### src/verilog/daa_link_pkg.sv
// Constants, types and the register indices of the line-interface codec link block
package daa_link_pkg;
	// ****************************************
	// Register indices
	// ****************************************
	localparam logic [6:0] REG_RESET_IDX    = 7'h3c;
	localparam logic [6:0] REG_POWER_IDX    = 7'h3e;
	localparam logic [6:0] REG_RATE1_IDX    = 7'h40;
	localparam logic [6:0] REG_RATE2_IDX    = 7'h42;
	localparam logic [6:0] REG_LEVEL1_IDX   = 7'h46;
	localparam logic [6:0] REG_LEVEL2_IDX   = 7'h48;
	localparam logic [6:0] REG_TERM_IDX     = 7'h5c;
	localparam logic [6:0] REG_LINELVL_IDX  = 7'h62;

	// ****************************************
	// Fields and reset values
	// ****************************************
	localparam int         PR_LSB           = 8;
	localparam logic [7:0] PR_RESET         = 8'hff;
	localparam logic [7:0] READY_LINE1      = 8'h0f;
	localparam logic [7:0] READY_LINE2      = 8'h33;
	localparam logic [15:0] RATE_RESET      = 16'h0000;
	localparam logic [15:0] LEVEL_RESET     = 16'h0000;
	localparam int         ACT_BIT          = 1;
	localparam int         DCT_LSB          = 2;
	localparam logic [1:0] DCT_JAPAN        = 2'h1;
	localparam logic [1:0] DCT_FCC          = 2'h2;
	localparam logic [1:0] DCT_CTR21        = 2'h3;
	localparam logic [15:0] TERM_RESET      = 16'h0008;
	localparam logic [15:0] LINELVL_RESET   = 16'h0000;
	localparam int         VOL_LSB          = 5;

	// ****************************************
	// Link framing and timing
	// ****************************************
	localparam logic [3:0] SLOT_LAST        = 4'hc;
	localparam logic [4:0] TAG_BITS         = 5'h0f;
	localparam logic [4:0] SLOT_BITS        = 5'h13;
	localparam logic [3:0] SLOT_DATA1       = 4'h5;
	localparam logic [3:0] SLOT_DATA2       = 4'ha;
	localparam int         HOOK_BIT1        = 4;
	localparam int         HOOK_BIT2        = 14;
	localparam int         CLK_HZ           = 125000000;
	localparam logic [27:0] CLK_HZ_W        = 28'(CLK_HZ);
	localparam int         OFFHOOK_SAMPLES  = 1548;
	localparam int         GROUP_DELAY_SMP  = 12;

	typedef struct packed {
		logic        rd;
		logic [6:0]  idx;
		logic [15:0] data;
	} reg_cmd_t;
endpackage

### src/verilog/daa_link_init.sv
// System-side link, register file and line control of the modem line interface
module daa_link_init
	import daa_link_pkg::*;
#(
	parameter int SETTLE_SAMPLES = OFFHOOK_SAMPLES
)
(
	input  wire logic        I_CLK,
	input  wire logic        I_RST,
	input  wire logic        I_BIT_CLK,
	input  wire logic        I_SYNC,
	input  wire logic        I_SDATA_OUT,
	input  wire logic        I_LINE_TWO,
	input  wire logic        I_LINE_RX_VALID,
	input  wire logic [15:0] I_LINE_RX_DATA,
	output logic             O_LINE_RX_READY,
	output logic             O_SDATA_IN,
	output logic             O_LINE_POWERED,
	output logic             O_ISO_LINK_EN,
	output logic             O_OFF_HOOK,
	output logic             O_LINE_DATA_OK,
	output logic [1:0]       O_DC_TERM,
	output logic             O_AC_TERM,
	output logic [1:0]       O_TX_LEVEL,
	output logic             O_LINE_TX_VALID,
	output logic [15:0]      O_LINE_TX_DATA
);
	// ****************************************
	// Pin synchronisers: bit clock, sync, serial data
	// ****************************************
	logic [2:0] s1_reg, s2_reg, s3_reg, filt_reg;
	logic       bclk_rise, bclk_fall, sync_prev_reg, sync_start;

	always_ff @(posedge I_CLK)
	begin
		if (I_RST)
		begin
			s1_reg   <= 3'h0;
			s2_reg   <= 3'h0;
			s3_reg   <= 3'h0;
			filt_reg <= 3'h0;
		end
		else
		begin
			s1_reg   <= {I_SDATA_OUT, I_SYNC, I_BIT_CLK};
			s2_reg   <= s1_reg;
			s3_reg   <= s2_reg;
			filt_reg <= (s2_reg & ~(s2_reg ^ s3_reg)) | (filt_reg & (s2_reg ^ s3_reg));
		end
	end

	assign bclk_rise  = s2_reg[0] && s3_reg[0] && !filt_reg[0];
	assign bclk_fall  = !s2_reg[0] && !s3_reg[0] && filt_reg[0];
	assign sync_start = bclk_rise && filt_reg[1] && !sync_prev_reg;

	// ****************************************
	// Receive framer
	// ****************************************
	logic        line2_reg;
	logic        in_frame_reg;
	logic [3:0]  rx_slot_reg;
	logic [4:0]  rx_bit_reg;
	logic [19:0] rx_sh_reg;
	logic [19:0] rx_word;
	logic        slot_end;
	logic [12:0] rx_tag_reg;
	reg_cmd_t    cmd_reg;
	logic        cmd_go_reg;
	logic        hook_cmd_reg;
	logic        iso_en_reg;
	logic [3:0]  own_slot;

	assign rx_word  = {rx_sh_reg[18:0], filt_reg[2]};
	assign slot_end = bclk_fall && in_frame_reg && (rx_bit_reg == 5'h0);
	assign own_slot = line2_reg ? SLOT_DATA2 : SLOT_DATA1;

	always_ff @(posedge I_CLK)
	begin
		if (I_RST)
		begin
			sync_prev_reg <= 1'b0;
			in_frame_reg  <= 1'b0;
			rx_slot_reg   <= 4'h0;
			rx_bit_reg    <= 5'h0;
			rx_sh_reg     <= 20'h0;
		end
		else
		begin
			if (bclk_rise)
				sync_prev_reg <= filt_reg[1];
			if (sync_start)
			begin
				in_frame_reg <= 1'b1;
				rx_slot_reg  <= 4'h0;
				rx_bit_reg   <= TAG_BITS;
			end
			else if (bclk_fall && in_frame_reg)
			begin
				rx_sh_reg <= rx_word;
				if (rx_bit_reg != 5'h0)
					rx_bit_reg <= rx_bit_reg - 5'h1;
				else if (rx_slot_reg == SLOT_LAST)
					in_frame_reg <= 1'b0;
				else
				begin
					rx_slot_reg <= rx_slot_reg + 4'h1;
					rx_bit_reg  <= SLOT_BITS;
				end
			end
		end
	end

	always_ff @(posedge I_CLK)
	begin
		if (I_RST)
		begin
			rx_tag_reg      <= 13'h0;
			cmd_reg         <= '0;
			cmd_go_reg      <= 1'b0;
			hook_cmd_reg    <= 1'b0;
			O_LINE_TX_VALID <= 1'b0;
			O_LINE_TX_DATA  <= 16'h0;
		end
		else
		begin
			cmd_go_reg      <= 1'b0;
			O_LINE_TX_VALID <= 1'b0;
			if (slot_end)
			begin
				if (rx_slot_reg == 4'h0)
					rx_tag_reg <= rx_word[15:3];
				if (rx_slot_reg == 4'h1 && rx_tag_reg[11])
				begin
					cmd_reg.rd  <= rx_word[19];
					cmd_reg.idx <= rx_word[18:12];
				end
				// Reads need only the address slot tagged; writes need both
				if (rx_slot_reg == 4'h2 && rx_tag_reg[11] && (cmd_reg.rd || rx_tag_reg[10]))
				begin
					cmd_reg.data <= rx_word[19:4];
					cmd_go_reg   <= 1'b1;
				end
				// Samples never cross to the line side before the link is up
				if (rx_slot_reg == own_slot && rx_tag_reg[12 - own_slot] && iso_en_reg)
				begin
					O_LINE_TX_VALID <= 1'b1;
					O_LINE_TX_DATA  <= rx_word[19:4];
				end
				if (rx_slot_reg == SLOT_LAST && rx_tag_reg[0])
					hook_cmd_reg <= line2_reg ? rx_word[HOOK_BIT2] : rx_word[HOOK_BIT1];
			end
		end
	end

	// ****************************************
	// Register file
	// ****************************************
	logic [7:0]  pr_reg;
	logic [15:0] rate1_reg, rate2_reg, level1_reg, level2_reg, term_reg, linelvl_reg;
	logic        soft_reset;
	logic        wr;
	logic [15:0] own_rate;

	assign wr         = cmd_go_reg && !cmd_reg.rd;
	assign soft_reset = wr && (cmd_reg.idx == REG_RESET_IDX);
	assign own_rate   = line2_reg ? rate2_reg : rate1_reg;

	// Strap is held static by the board while reset is asserted
	always_ff @(posedge I_CLK)
	begin
		if (I_RST)
			line2_reg <= I_LINE_TWO;
	end

	always_ff @(posedge I_CLK)
	begin
		if (I_RST || soft_reset)
		begin
			pr_reg      <= PR_RESET;
			rate1_reg   <= RATE_RESET;
			rate2_reg   <= RATE_RESET;
			level1_reg  <= LEVEL_RESET;
			level2_reg  <= LEVEL_RESET;
			term_reg    <= TERM_RESET;
			linelvl_reg <= LINELVL_RESET;
		end
		else if (wr)
		begin
			unique case (cmd_reg.idx)
				REG_POWER_IDX:   pr_reg      <= cmd_reg.data[15:8];
				REG_RATE1_IDX:   rate1_reg   <= cmd_reg.data;
				REG_RATE2_IDX:   rate2_reg   <= cmd_reg.data;
				REG_LEVEL1_IDX:  level1_reg  <= cmd_reg.data;
				REG_LEVEL2_IDX:  level2_reg  <= cmd_reg.data;
				REG_LINELVL_IDX: linelvl_reg <= cmd_reg.data;
				REG_TERM_IDX:
				begin
					// Code 00 names no termination mode, so the field keeps its value
					term_reg <= cmd_reg.data[DCT_LSB +: 2] == 2'h0 ?
						{cmd_reg.data[15:4], term_reg[3:2], cmd_reg.data[1:0]} :
						cmd_reg.data;
				end
				default: ;
			endcase
		end
	end

	function automatic logic [15:0] read_word(input logic [6:0] idx);
		logic [15:0] w;
		w = 16'h0;
		unique case (idx)
			REG_POWER_IDX:   w = {pr_reg, iso_en_reg ? (line2_reg ? READY_LINE2 : READY_LINE1)
				: 8'h00};
			REG_RATE1_IDX:   w = rate1_reg;
			REG_RATE2_IDX:   w = rate2_reg;
			REG_LEVEL1_IDX:  w = level1_reg;
			REG_LEVEL2_IDX:  w = level2_reg;
			REG_TERM_IDX:    w = term_reg;
			REG_LINELVL_IDX: w = linelvl_reg;
			default:         w = 16'h0;
		endcase
		return w;
	endfunction

	// ****************************************
	// Line-side control
	// ****************************************
	logic [27:0] phase_reg;
	logic        smp_tick_reg;
	logic [10:0] settle_reg;

	always_ff @(posedge I_CLK)
	begin
		if (I_RST)
		begin
			iso_en_reg     <= 1'b0;
			O_ISO_LINK_EN  <= 1'b0;
			O_LINE_POWERED <= 1'b0;
			O_OFF_HOOK     <= 1'b0;
			O_DC_TERM      <= DCT_FCC;
			O_AC_TERM      <= 1'b0;
			O_TX_LEVEL     <= 2'h0;
		end
		else
		begin
			iso_en_reg     <= (pr_reg == 8'h00) && (own_rate != 16'h0);
			O_ISO_LINK_EN  <= (pr_reg == 8'h00) && (own_rate != 16'h0);
			O_LINE_POWERED <= (pr_reg == 8'h00);
			O_OFF_HOOK     <= hook_cmd_reg && iso_en_reg;
			O_DC_TERM      <= term_reg[DCT_LSB +: 2];
			O_AC_TERM      <= term_reg[ACT_BIT];
			O_TX_LEVEL     <= linelvl_reg[VOL_LSB +: 2];
		end
	end

	// Sample ticks come from a phase accumulator, so any programmed rate is followed
	always_ff @(posedge I_CLK)
	begin
		if (I_RST)
		begin
			phase_reg    <= 28'h0;
			smp_tick_reg <= 1'b0;
		end
		else if (phase_reg + {12'h0, own_rate} >= CLK_HZ_W)
		begin
			phase_reg    <= phase_reg + {12'h0, own_rate} - CLK_HZ_W;
			smp_tick_reg <= 1'b1;
		end
		else
		begin
			phase_reg    <= phase_reg + {12'h0, own_rate};
			smp_tick_reg <= 1'b0;
		end
	end

	always_ff @(posedge I_CLK)
	begin
		if (I_RST || !O_OFF_HOOK)
		begin
			settle_reg     <= 11'h0;
			O_LINE_DATA_OK <= 1'b0;
		end
		else if (settle_reg == 11'(SETTLE_SAMPLES))
			O_LINE_DATA_OK <= 1'b1;
		else if (smp_tick_reg)
			settle_reg <= settle_reg + 11'h1;
	end

	// ****************************************
	// Transmit framer and line receive buffer
	// ****************************************
	logic        buf_valid, buf_pop;
	logic [15:0] buf_data;
	logic        resp_pend_reg, resp_tag_reg, data_tag_reg;
	logic [6:0]  resp_idx_reg;
	logic [15:0] resp_data_reg;
	logic [3:0]  tx_slot_reg;
	logic [4:0]  tx_bit_reg;
	logic [19:0] tx_sh_reg;
	logic        tx_active_reg;
	logic        tx_load;
	logic [19:0] tx_next;

	assign tx_load = bclk_rise && tx_active_reg && (tx_bit_reg == 5'h0)
		&& (tx_slot_reg != SLOT_LAST);
	assign buf_pop = tx_load && (tx_slot_reg + 4'h1 == own_slot) && data_tag_reg;

	always_comb
	begin
		tx_next = 20'h0;
		if (tx_slot_reg == 4'h0 && resp_tag_reg)
			tx_next = {1'b0, resp_idx_reg, 12'h0};
		else if (tx_slot_reg == 4'h1 && resp_tag_reg)
			tx_next = {resp_data_reg, 4'h0};
		else if (tx_slot_reg + 4'h1 == own_slot && data_tag_reg)
			tx_next = {buf_data, 4'h0};
	end

	daa_pair_buffer rx_buffer (
		.i_clk       (I_CLK),
		.i_rst       (I_RST),
		.i_in_valid  (I_LINE_RX_VALID),
		.i_in_data   (I_LINE_RX_DATA),
		.o_in_ready  (O_LINE_RX_READY),
		.o_out_valid (buf_valid),
		.o_out_data  (buf_data),
		.i_out_ready (buf_pop)
	);

	always_ff @(posedge I_CLK)
	begin
		if (I_RST)
		begin
			resp_pend_reg <= 1'b0;
			resp_idx_reg  <= 7'h0;
			resp_data_reg <= 16'h0;
		end
		else if (cmd_go_reg && cmd_reg.rd)
		begin
			// A new read wins over the clear of an answer already sent
			resp_pend_reg <= 1'b1;
			resp_idx_reg  <= cmd_reg.idx;
			resp_data_reg <= read_word(cmd_reg.idx);
		end
		else if (tx_load && tx_slot_reg == 4'h1 && resp_tag_reg)
			resp_pend_reg <= 1'b0;
	end

	always_ff @(posedge I_CLK)
	begin
		if (I_RST)
		begin
			tx_active_reg <= 1'b0;
			tx_slot_reg   <= 4'h0;
			tx_bit_reg    <= 5'h0;
			tx_sh_reg     <= 20'h0;
			resp_tag_reg  <= 1'b0;
			data_tag_reg  <= 1'b0;
			O_SDATA_IN    <= 1'b0;
		end
		else if (sync_start)
		begin
			tx_active_reg <= 1'b1;
			tx_slot_reg   <= 4'h0;
			tx_bit_reg    <= TAG_BITS;
			resp_tag_reg  <= resp_pend_reg;
			data_tag_reg  <= O_LINE_DATA_OK && buf_valid;
			// Slot 0: ready, then tags for slots 1, 2, own data slot and 12
			tx_sh_reg     <= {1'b1, resp_pend_reg, resp_pend_reg, 1'b0, 1'b0,
				!line2_reg && O_LINE_DATA_OK && buf_valid, 4'h0,
				line2_reg && O_LINE_DATA_OK && buf_valid, 1'b0, 1'b1, 3'h0, 4'h0};
			O_SDATA_IN    <= 1'b1;
		end
		else if (bclk_rise && tx_active_reg)
		begin
			if (tx_bit_reg != 5'h0)
			begin
				O_SDATA_IN <= tx_sh_reg[18];
				tx_sh_reg  <= {tx_sh_reg[18:0], 1'b0};
				tx_bit_reg <= tx_bit_reg - 5'h1;
			end
			else if (tx_load)
			begin
				O_SDATA_IN  <= tx_next[19];
				tx_sh_reg   <= tx_next;
				tx_slot_reg <= tx_slot_reg + 4'h1;
				tx_bit_reg  <= SLOT_BITS;
			end
			else
			begin
				tx_active_reg <= 1'b0;
				O_SDATA_IN    <= 1'b0;
			end
		end
	end
endmodule

### src/verilog/daa_pair_buffer.sv
// Two-entry valid/ready buffer on the line receive data path
module daa_pair_buffer
	import daa_link_pkg::*;
(
	input  wire logic        i_clk,
	input  wire logic        i_rst,
	input  wire logic        i_in_valid,
	input  wire logic [15:0] i_in_data,
	output logic             o_in_ready,
	output logic             o_out_valid,
	output logic [15:0]      o_out_data,
	input  wire logic        i_out_ready
);
	logic [15:0] slot_reg [2];
	logic        rd_ptr_reg;
	logic        wr_ptr_reg;
	logic [1:0]  count_reg;
	logic        push;
	logic        pop;

	assign push        = i_in_valid && o_in_ready;
	assign pop         = o_out_valid && i_out_ready;
	assign o_out_valid = (count_reg != 2'h0);
	assign o_out_data  = slot_reg[rd_ptr_reg];

	always_ff @(posedge i_clk)
	begin
		if (i_rst)
		begin
			rd_ptr_reg <= 1'b0;
			wr_ptr_reg <= 1'b0;
			count_reg  <= 2'h0;
			o_in_ready <= 1'b1;
		end
		else
		begin
			if (push)
			begin
				slot_reg[wr_ptr_reg] <= i_in_data;
				wr_ptr_reg           <= ~wr_ptr_reg;
			end
			if (pop)
				rd_ptr_reg <= ~rd_ptr_reg;
			count_reg  <= count_reg + {1'b0, push} - {1'b0, pop};
			// Ready is registered, so it must anticipate the next count
			o_in_ready <= (count_reg + {1'b0, push} - {1'b0, pop}) != 2'h2;
		end
	end
endmodule

### config.mk
export PLATFORM = sky130hd
export DESIGN_NAME = daa_link_init
export DESIGN_NICKNAME = d
export VERILOG_FILES = /design/src/verilog/daa_link_pkg.sv /design/src/verilog/daa_link_init.sv /design/src/verilog/daa_pair_buffer.sv
export SDC_FILE = /design/constraint.sdc
export NUM_CORES = 1
export LEC_CHECK = 0
export BUFFER_PORTS_ARGS = -buffer_cell sky130_fd_sc_hd__buf_2
export CAP_MARGIN = 20
export CORE_UTILIZATION = 62
export CTS_BUF_LIST = sky130_fd_sc_hd__clkbuf_16
export DETAILED_ROUTE_END_ITERATION = 10
export PLACE_DENSITY_LB_ADDON = 0.1
export SYNTH_ARGS = -nofsm -noshare
export SYNTH_HDL_FRONTEND = slang
export SYNTH_HIERARCHICAL = 1
export SYNTH_SLANG_ARGS = --single-unit
### constraint.sdc
create_clock -name I_CLK -period 4.8 [get_ports I_CLK]
set_clock_uncertainty 0.05 [all_clocks]
set_input_delay 0.72 -clock I_CLK [delete_from_list [all_inputs] [get_ports I_CLK]]
set_output_delay 0.72 -clock I_CLK [all_outputs]
set_load 0.005 [all_outputs]
* After elaboration in Yosys (flattened, before gate mapping)
Memories as Yosys holds them, arrays and structs flattened. A register that Yosys moved wholly into a read port is not among the register bits. Index checks and enable logic that the tools add are counted.
Operators by class: add/subtract/negate cells 10, order comparisons 2, eq/ne operators 22, multiplexer cells 46, bitwise gates (word level) 14, reductions and logical operators 87
Operators by type and width (number):
- $pmux W16 S7 | 1
- $mux W19 | 4
- $mux W20 | 3
- $eq A7 B7 Y1 const B | 6
- $logic_and A1 B1 Y1 | 36
- $reduce_and A2 Y1 | 18
- $lt A32 B5 Y1 const B | 1
- $add A28 B16 Y28 | 1
- $ge A28 B27 Y1 const B | 1
- $mux W28 | 1
- $sub A28 B27 Y28 const B | 1
- $mux W1 | 24
- $mux W4 | 5
- $mux W5 | 4
- $mux W16 | 1
- $reduce_bool A16 Y1 | 1
- $reduce_and A3 Y1 | 5
- $eq A7 B6 Y1 const B | 2
- $mux W6 | 2
- $reduce_bool A2 Y1 | 6
- $add A11 B1 Y11 const B | 1
- $eq A11 B11 Y1 const B | 1
- $logic_not A5 Y1 | 2
- $ne A2 B2 Y1 const B | 5
- 25 further kinds | 49
Storage, ports and cells: bits in registers 313, memory bits (writable) 32, output and inout bits 28, word-level logic and storage cells 235, memories kept 1
Memories:
- rx_buffer.slot_reg | words 2, width 16, rd ports 1, clocked after Yosys merged registers in 1, write ports 1, line daa_pair_buffer.sv:14 | logic [15:0] slot_reg [2];

* Logic depth before layout (Yosys ltp)
depth in word-level cells 10, mapped depth 17, mapped depth without buffers 15

* By module
Netlist, hierarchy kept.
Modules (own cells, without submodules):
- daa_link_init | instances 1, cells an instance 1713, area each 14019.7 µm²
- daa_pair_buffer | instances 1, cells an instance 79, area each 1437.6 µm²

* Worst setup path after synthesis
OpenSTA, ideal clock, no wires.
kind register to register, start reg line2_reg, end reg phase_reg[25], library setup time 123 ps, arrival 4158 ps, setup slack 469 ps, cell stages (with the launch flop) 17, path buffers 1, clock period less this slack 4331 ps, cells stage by stage edfxtp_1 > buf_1 > mux2_2 > ha_1 > fa_1 > a211oi_2 > o21ai_1 > xnor2_1 > inv_2 > ha_1 > nor4b_1 > nand4_1 > and4b_1 > nand3_1 > o2111a_1 > nor4_1 > mux2_1
Between the ends: word-level cells in the longest chain between the ends 4, elaborated cells on any way between the ends 5, those cells by class add/sub: 2; order compare: 1; mux: 2
RTL lines:
- start: declaration | line daa_link_init.sv:59 | logic line2_reg;
- start signal: assignment | line daa_link_init.sv:172 | line2_reg <= I_LINE_TWO;
- $mux W16 (*) | line daa_link_init.sv:166 | assign own_rate = line2_reg ? rate2_reg : rate1_reg;
- $add A28 B16 Y28 (*) | line daa_link_init.sv:264, daa_link_init.sv:266, daa_link_init.sv:271
- $sub A28 B27 Y28 / $ge A28 B27 Y1 (equally long branches) | line daa_link_init.sv:266, daa_link_init.sv:264
- $mux W28 (*) | line daa_link_init.sv:264 | else if (phase_reg + {12'h0, own_rate} >= CLK_HZ_W)
- end signal: assignment | line daa_link_init.sv:266 | phase_reg <= phase_reg + {12'h0, own_rate} - CLK_HZ_W;
- end signal: assignment | line daa_link_init.sv:271 | phase_reg <= phase_reg + {12'h0, own_rate};
- end: declaration | line daa_link_init.sv:228 | logic [27:0] phase_reg;
Mark *: on every way between the ends. The rest lies on a longest branch, timed or not. A chain may end at the register's enable or synchronous reset.

* Final worst setup path
Ends and elaborated chain as after synthesis.

==> results.md <==
- PwrDens: 321 mW/mm²
- #FFs+latches synth: 334
- Fin util: 69.3%
- Syn Nets: 1849
- Max Cap Violations: 0
- Initial Util: 63.4%
- Grt total ovfl: 0
- CP Launch Type: flop
- CP arrival: 4820 ps
- Final #Nets: 1845
- Area added between synthesis and finish: 9.42%
- Post-synthesis sequential area ratio: 45.4%
- Clk slew on worst S/H paths: 60 ps
- Synth unique cells: 95
- Final Cell Area: 0.0169 mm²
- CTS tree: built
- CTS Buf Count: 35
- R2R setup slack: 310 ps
- Critical-path cell list: buf_4 -> mux2_2 -> ha_1 -> o21ai_1 -> nand2_1 -> and3_1 -> nor2_1 -> ha_1 -> nor4b_1 -> nand4_1 -> and4b_1 -> nand3_1 -> o2111a_2 -> nor4_2 -> mux2_1
- Vias in the first global route: 12.0k
- Post-route ant nets: 0
- Area fraction of the dominant cell type after synthesis: 39.0%
- Fin Setup TNS: 0 ps
- Placed cell area: 0.0158 mm²
- Final setup fails: 0
- Largest net degree at the start of global routing: 83
- Avg Cell Area, Syn: 8.63 µm²
- Final Hold Viols: 0
- # hold bufs at CTS: 0
- Total wire length: 40300 µm
- HPWL after DPL: 27900 µm
- Worst skew pair latency: 510 ps
- Max incr delay on CP: 430 ps
- Final slew viol count: 0
- DRC violation count after routing: 0
- Die area: 0.0256 mm²
- Worst VDD drop: 0.303 mV
- Synth Flop Type: dfxtp_1
- Clk buf depth: 3
- Post-synth EDFFs: 33
- Worst-margin pin slew: 981 ps
- Die X: 160 µm
- Max Freq: 223 MHz
- Row count: 57
- Fillers: 2033
- Max stage delay cell, worst path: edfxtp_1
- Min Tclk post-route: 4490 ps
- Sequential cell area: 0.00702 mm²
- Port Buffers: 50
- Slew margin rel.: 34.6%
- WP data required: 5130 ps
- H-tree depth: 2
- Multi-input logic area: 0.00794 mm²
- Vias per cell: 6.18
- Period utilization: 93.6%
- Total track usage: 30.9%
- Worst min path class: in2reg
- Area leader, netlist: dfxtp_1
- Unrepaired setup endpoints after global routing: false
- Yosys warnings: 6
- Core Area: 0.0244 mm²
- Leak: 6.24 nW
- Cells after Synth: 1792
- Area of the mapped netlist: 0.0155 mm²
- Share of cells above drive strength 1: 11.2%
- Total iterations of the first detailed-routing run: 6
- Starting DRC count in detailed routing: 1464
- Crit-path max FO: 9
- CP Capture Type: flop
- Routability cong.: 0.893
- Root Driver: clkbuf_16
- Clock sinks: 334
- Via count: 13.2k
- Initial antenna violation count: 0
- DR WL/cell: 18.8 µm
- Main area contributors after synthesis: dfxtp_1, nand2_1, a21oi_1, edfxtp_1, mux2i_1
- Die Height: 160 µm
- Critical Path Most Common Cell: ha_1
- Outcome: finished, final reports clean
- WS Path Type: reg2reg
- Ys async rst share: 0%
- Max reg flops: 32
- Io pins: 51
- First-pass GRT wire length: 64100 µm
==> layer usage <==
layer / global-route usage (%) / up-vias / wire length (µm)
li1: - / 6359 / -
met1: 45.2 / 6305 / 18700
met2: 47.9 / 488 / 17900
met3: 4.49 / 63 / 2870
met4: 7.66 / 0 / 812
met5: 0 / - / 0
==> final timing paths <==
kind               from       endpoint  cells after the start
max reg2reg   line2_reg  phase_reg[25]                     15
max           line2_reg  phase_reg[25]                     15
min reg2reg   s1_reg[0]      s2_reg[0]                      1
min          I_LINE_TWO      line2_reg                      1
==> per-stage QoR <==
| stage | hold slack [ps] | power [mW] | instances | setup slack [ps] |
|---|---|---|---|---|
| after global placement | 367 | 3.01 | 2074 | 359 |
| final | 357 | 5.42 | 2140 | 306 |
| after global routing | 347 | 5.56 | 2139 | 6.70 |
| after detailed placement | 372 | 3.02 | 2074 | 214 |
| after floorplan | 364 | 2.97 | 1792 | 469 |
| after CTS | 349 | 5.44 | 2138 | 181 |
==> cells by family after synthesis <==
kind of cell	synth area share, %
mux	7.39
buf+inv	3.53
fa+ha+maj	2.80
xor+xnor	1.86
compound gates	18.1
simple gates	20.9
flops	45.4
==> repair_timing <==
item	in CTS	in global routing
setup endpoints to repair	0	5
buffers inserted	0	1
resized for setup	0	4
==> cells in the final DEF, fill, tap and decap left out, types with 5 or more instances in the layout <==
cell / netlist / layout
nand4_1: 21 / 21
and3_1: 16 / 16
ha_1: 33 / 33
edfxtp_1: 33 / 33
dfxtp_1: 301 / 301
nor3_1: 24 / 23
mux2i_1: 68 / 68
a22oi_1: 7 / 7
mux2_2: 37 / 37
buf_2: 13 / 49
o21ai_1: 9 / 8
clkinv_1: 0 / 9
xor2_1: 18 / 18
o211ai_1: 21 / 21
and4_1: 7 / 7
nand2_1: 382 / 382
nor2_1: 107 / 107
a21oi_1: 213 / 213
clkinv_2: 0 / 6
a31o_2: 6 / 6
nor2b_1: 18 / 18
o31ai_1: 5 / 5
clkbuf_16: 0 / 35
buf_4: 1 / 23
o21ai_0: 63 / 63
a221oi_1: 20 / 20
nand3_1: 40 / 40
a211oi_1: 10 / 10
nor4_1: 8 / 7
a31oi_1: 19 / 19
nor3b_1: 7 / 6
and2_1: 22 / 22
or3_1: 7 / 7
inv_1: 24 / 34
a222oi_1: 8 / 8
or2_2: 9 / 9
xnor2_1: 13 / 13
a21o_1: 6 / 6
==> critical path, delay by kind of cell, from the launching register on <==
family,cells,cell delay (ps)
compound gates,2,710
fa+ha+maj,2,570
buf+inv,1,200
mux,2,710
simple gates,8,1690
flops,1,430
==> area by class of cell <==
type                       instances  area share (%)
clock inverter                    29           0.932
antenna                            1          0.0148
timing repair buffer              72            2.47
tap                              324            2.40
clock buffer                      35            5.18
sequential                       334            41.5
multi-input combinational       1320            47.0
inverter                          25           0.555
==> power breakdown <==
group | switching [mW] | internal, mW | leakage (nW)
clock network | 1.08 | 1.38 | 0.550
logic | 0.0784 | 0.0349 | 2.96
registers | 0.00823 | 2.84 | 2.73
==> synth_stat cells, drive strengths merged, types with 4 or more instances <==
cell type  instances
o21ai             72
or4                5
dfxtp            301
or3                7
nand2            382
a21boi             5
inv               25
a22oi              9
and2              23
a31oi             20
a31o               7
a222oi             8
a211oi            13
a211o              4
a21oi            215
nand3             41
o211ai            25
nand4             22
nor3b              7
o31ai              6
edfxtp            33
xnor2             13
mux2              41
buf               25
and4               7
and3              16
mux2i             68
nor3              28
ha                33
clkbuf            88
nor2b             18
xor2              19
or2                9
a21o               6
nor4              10
nor2             107
a221oi            20
(Power assumes the default switching activity.)
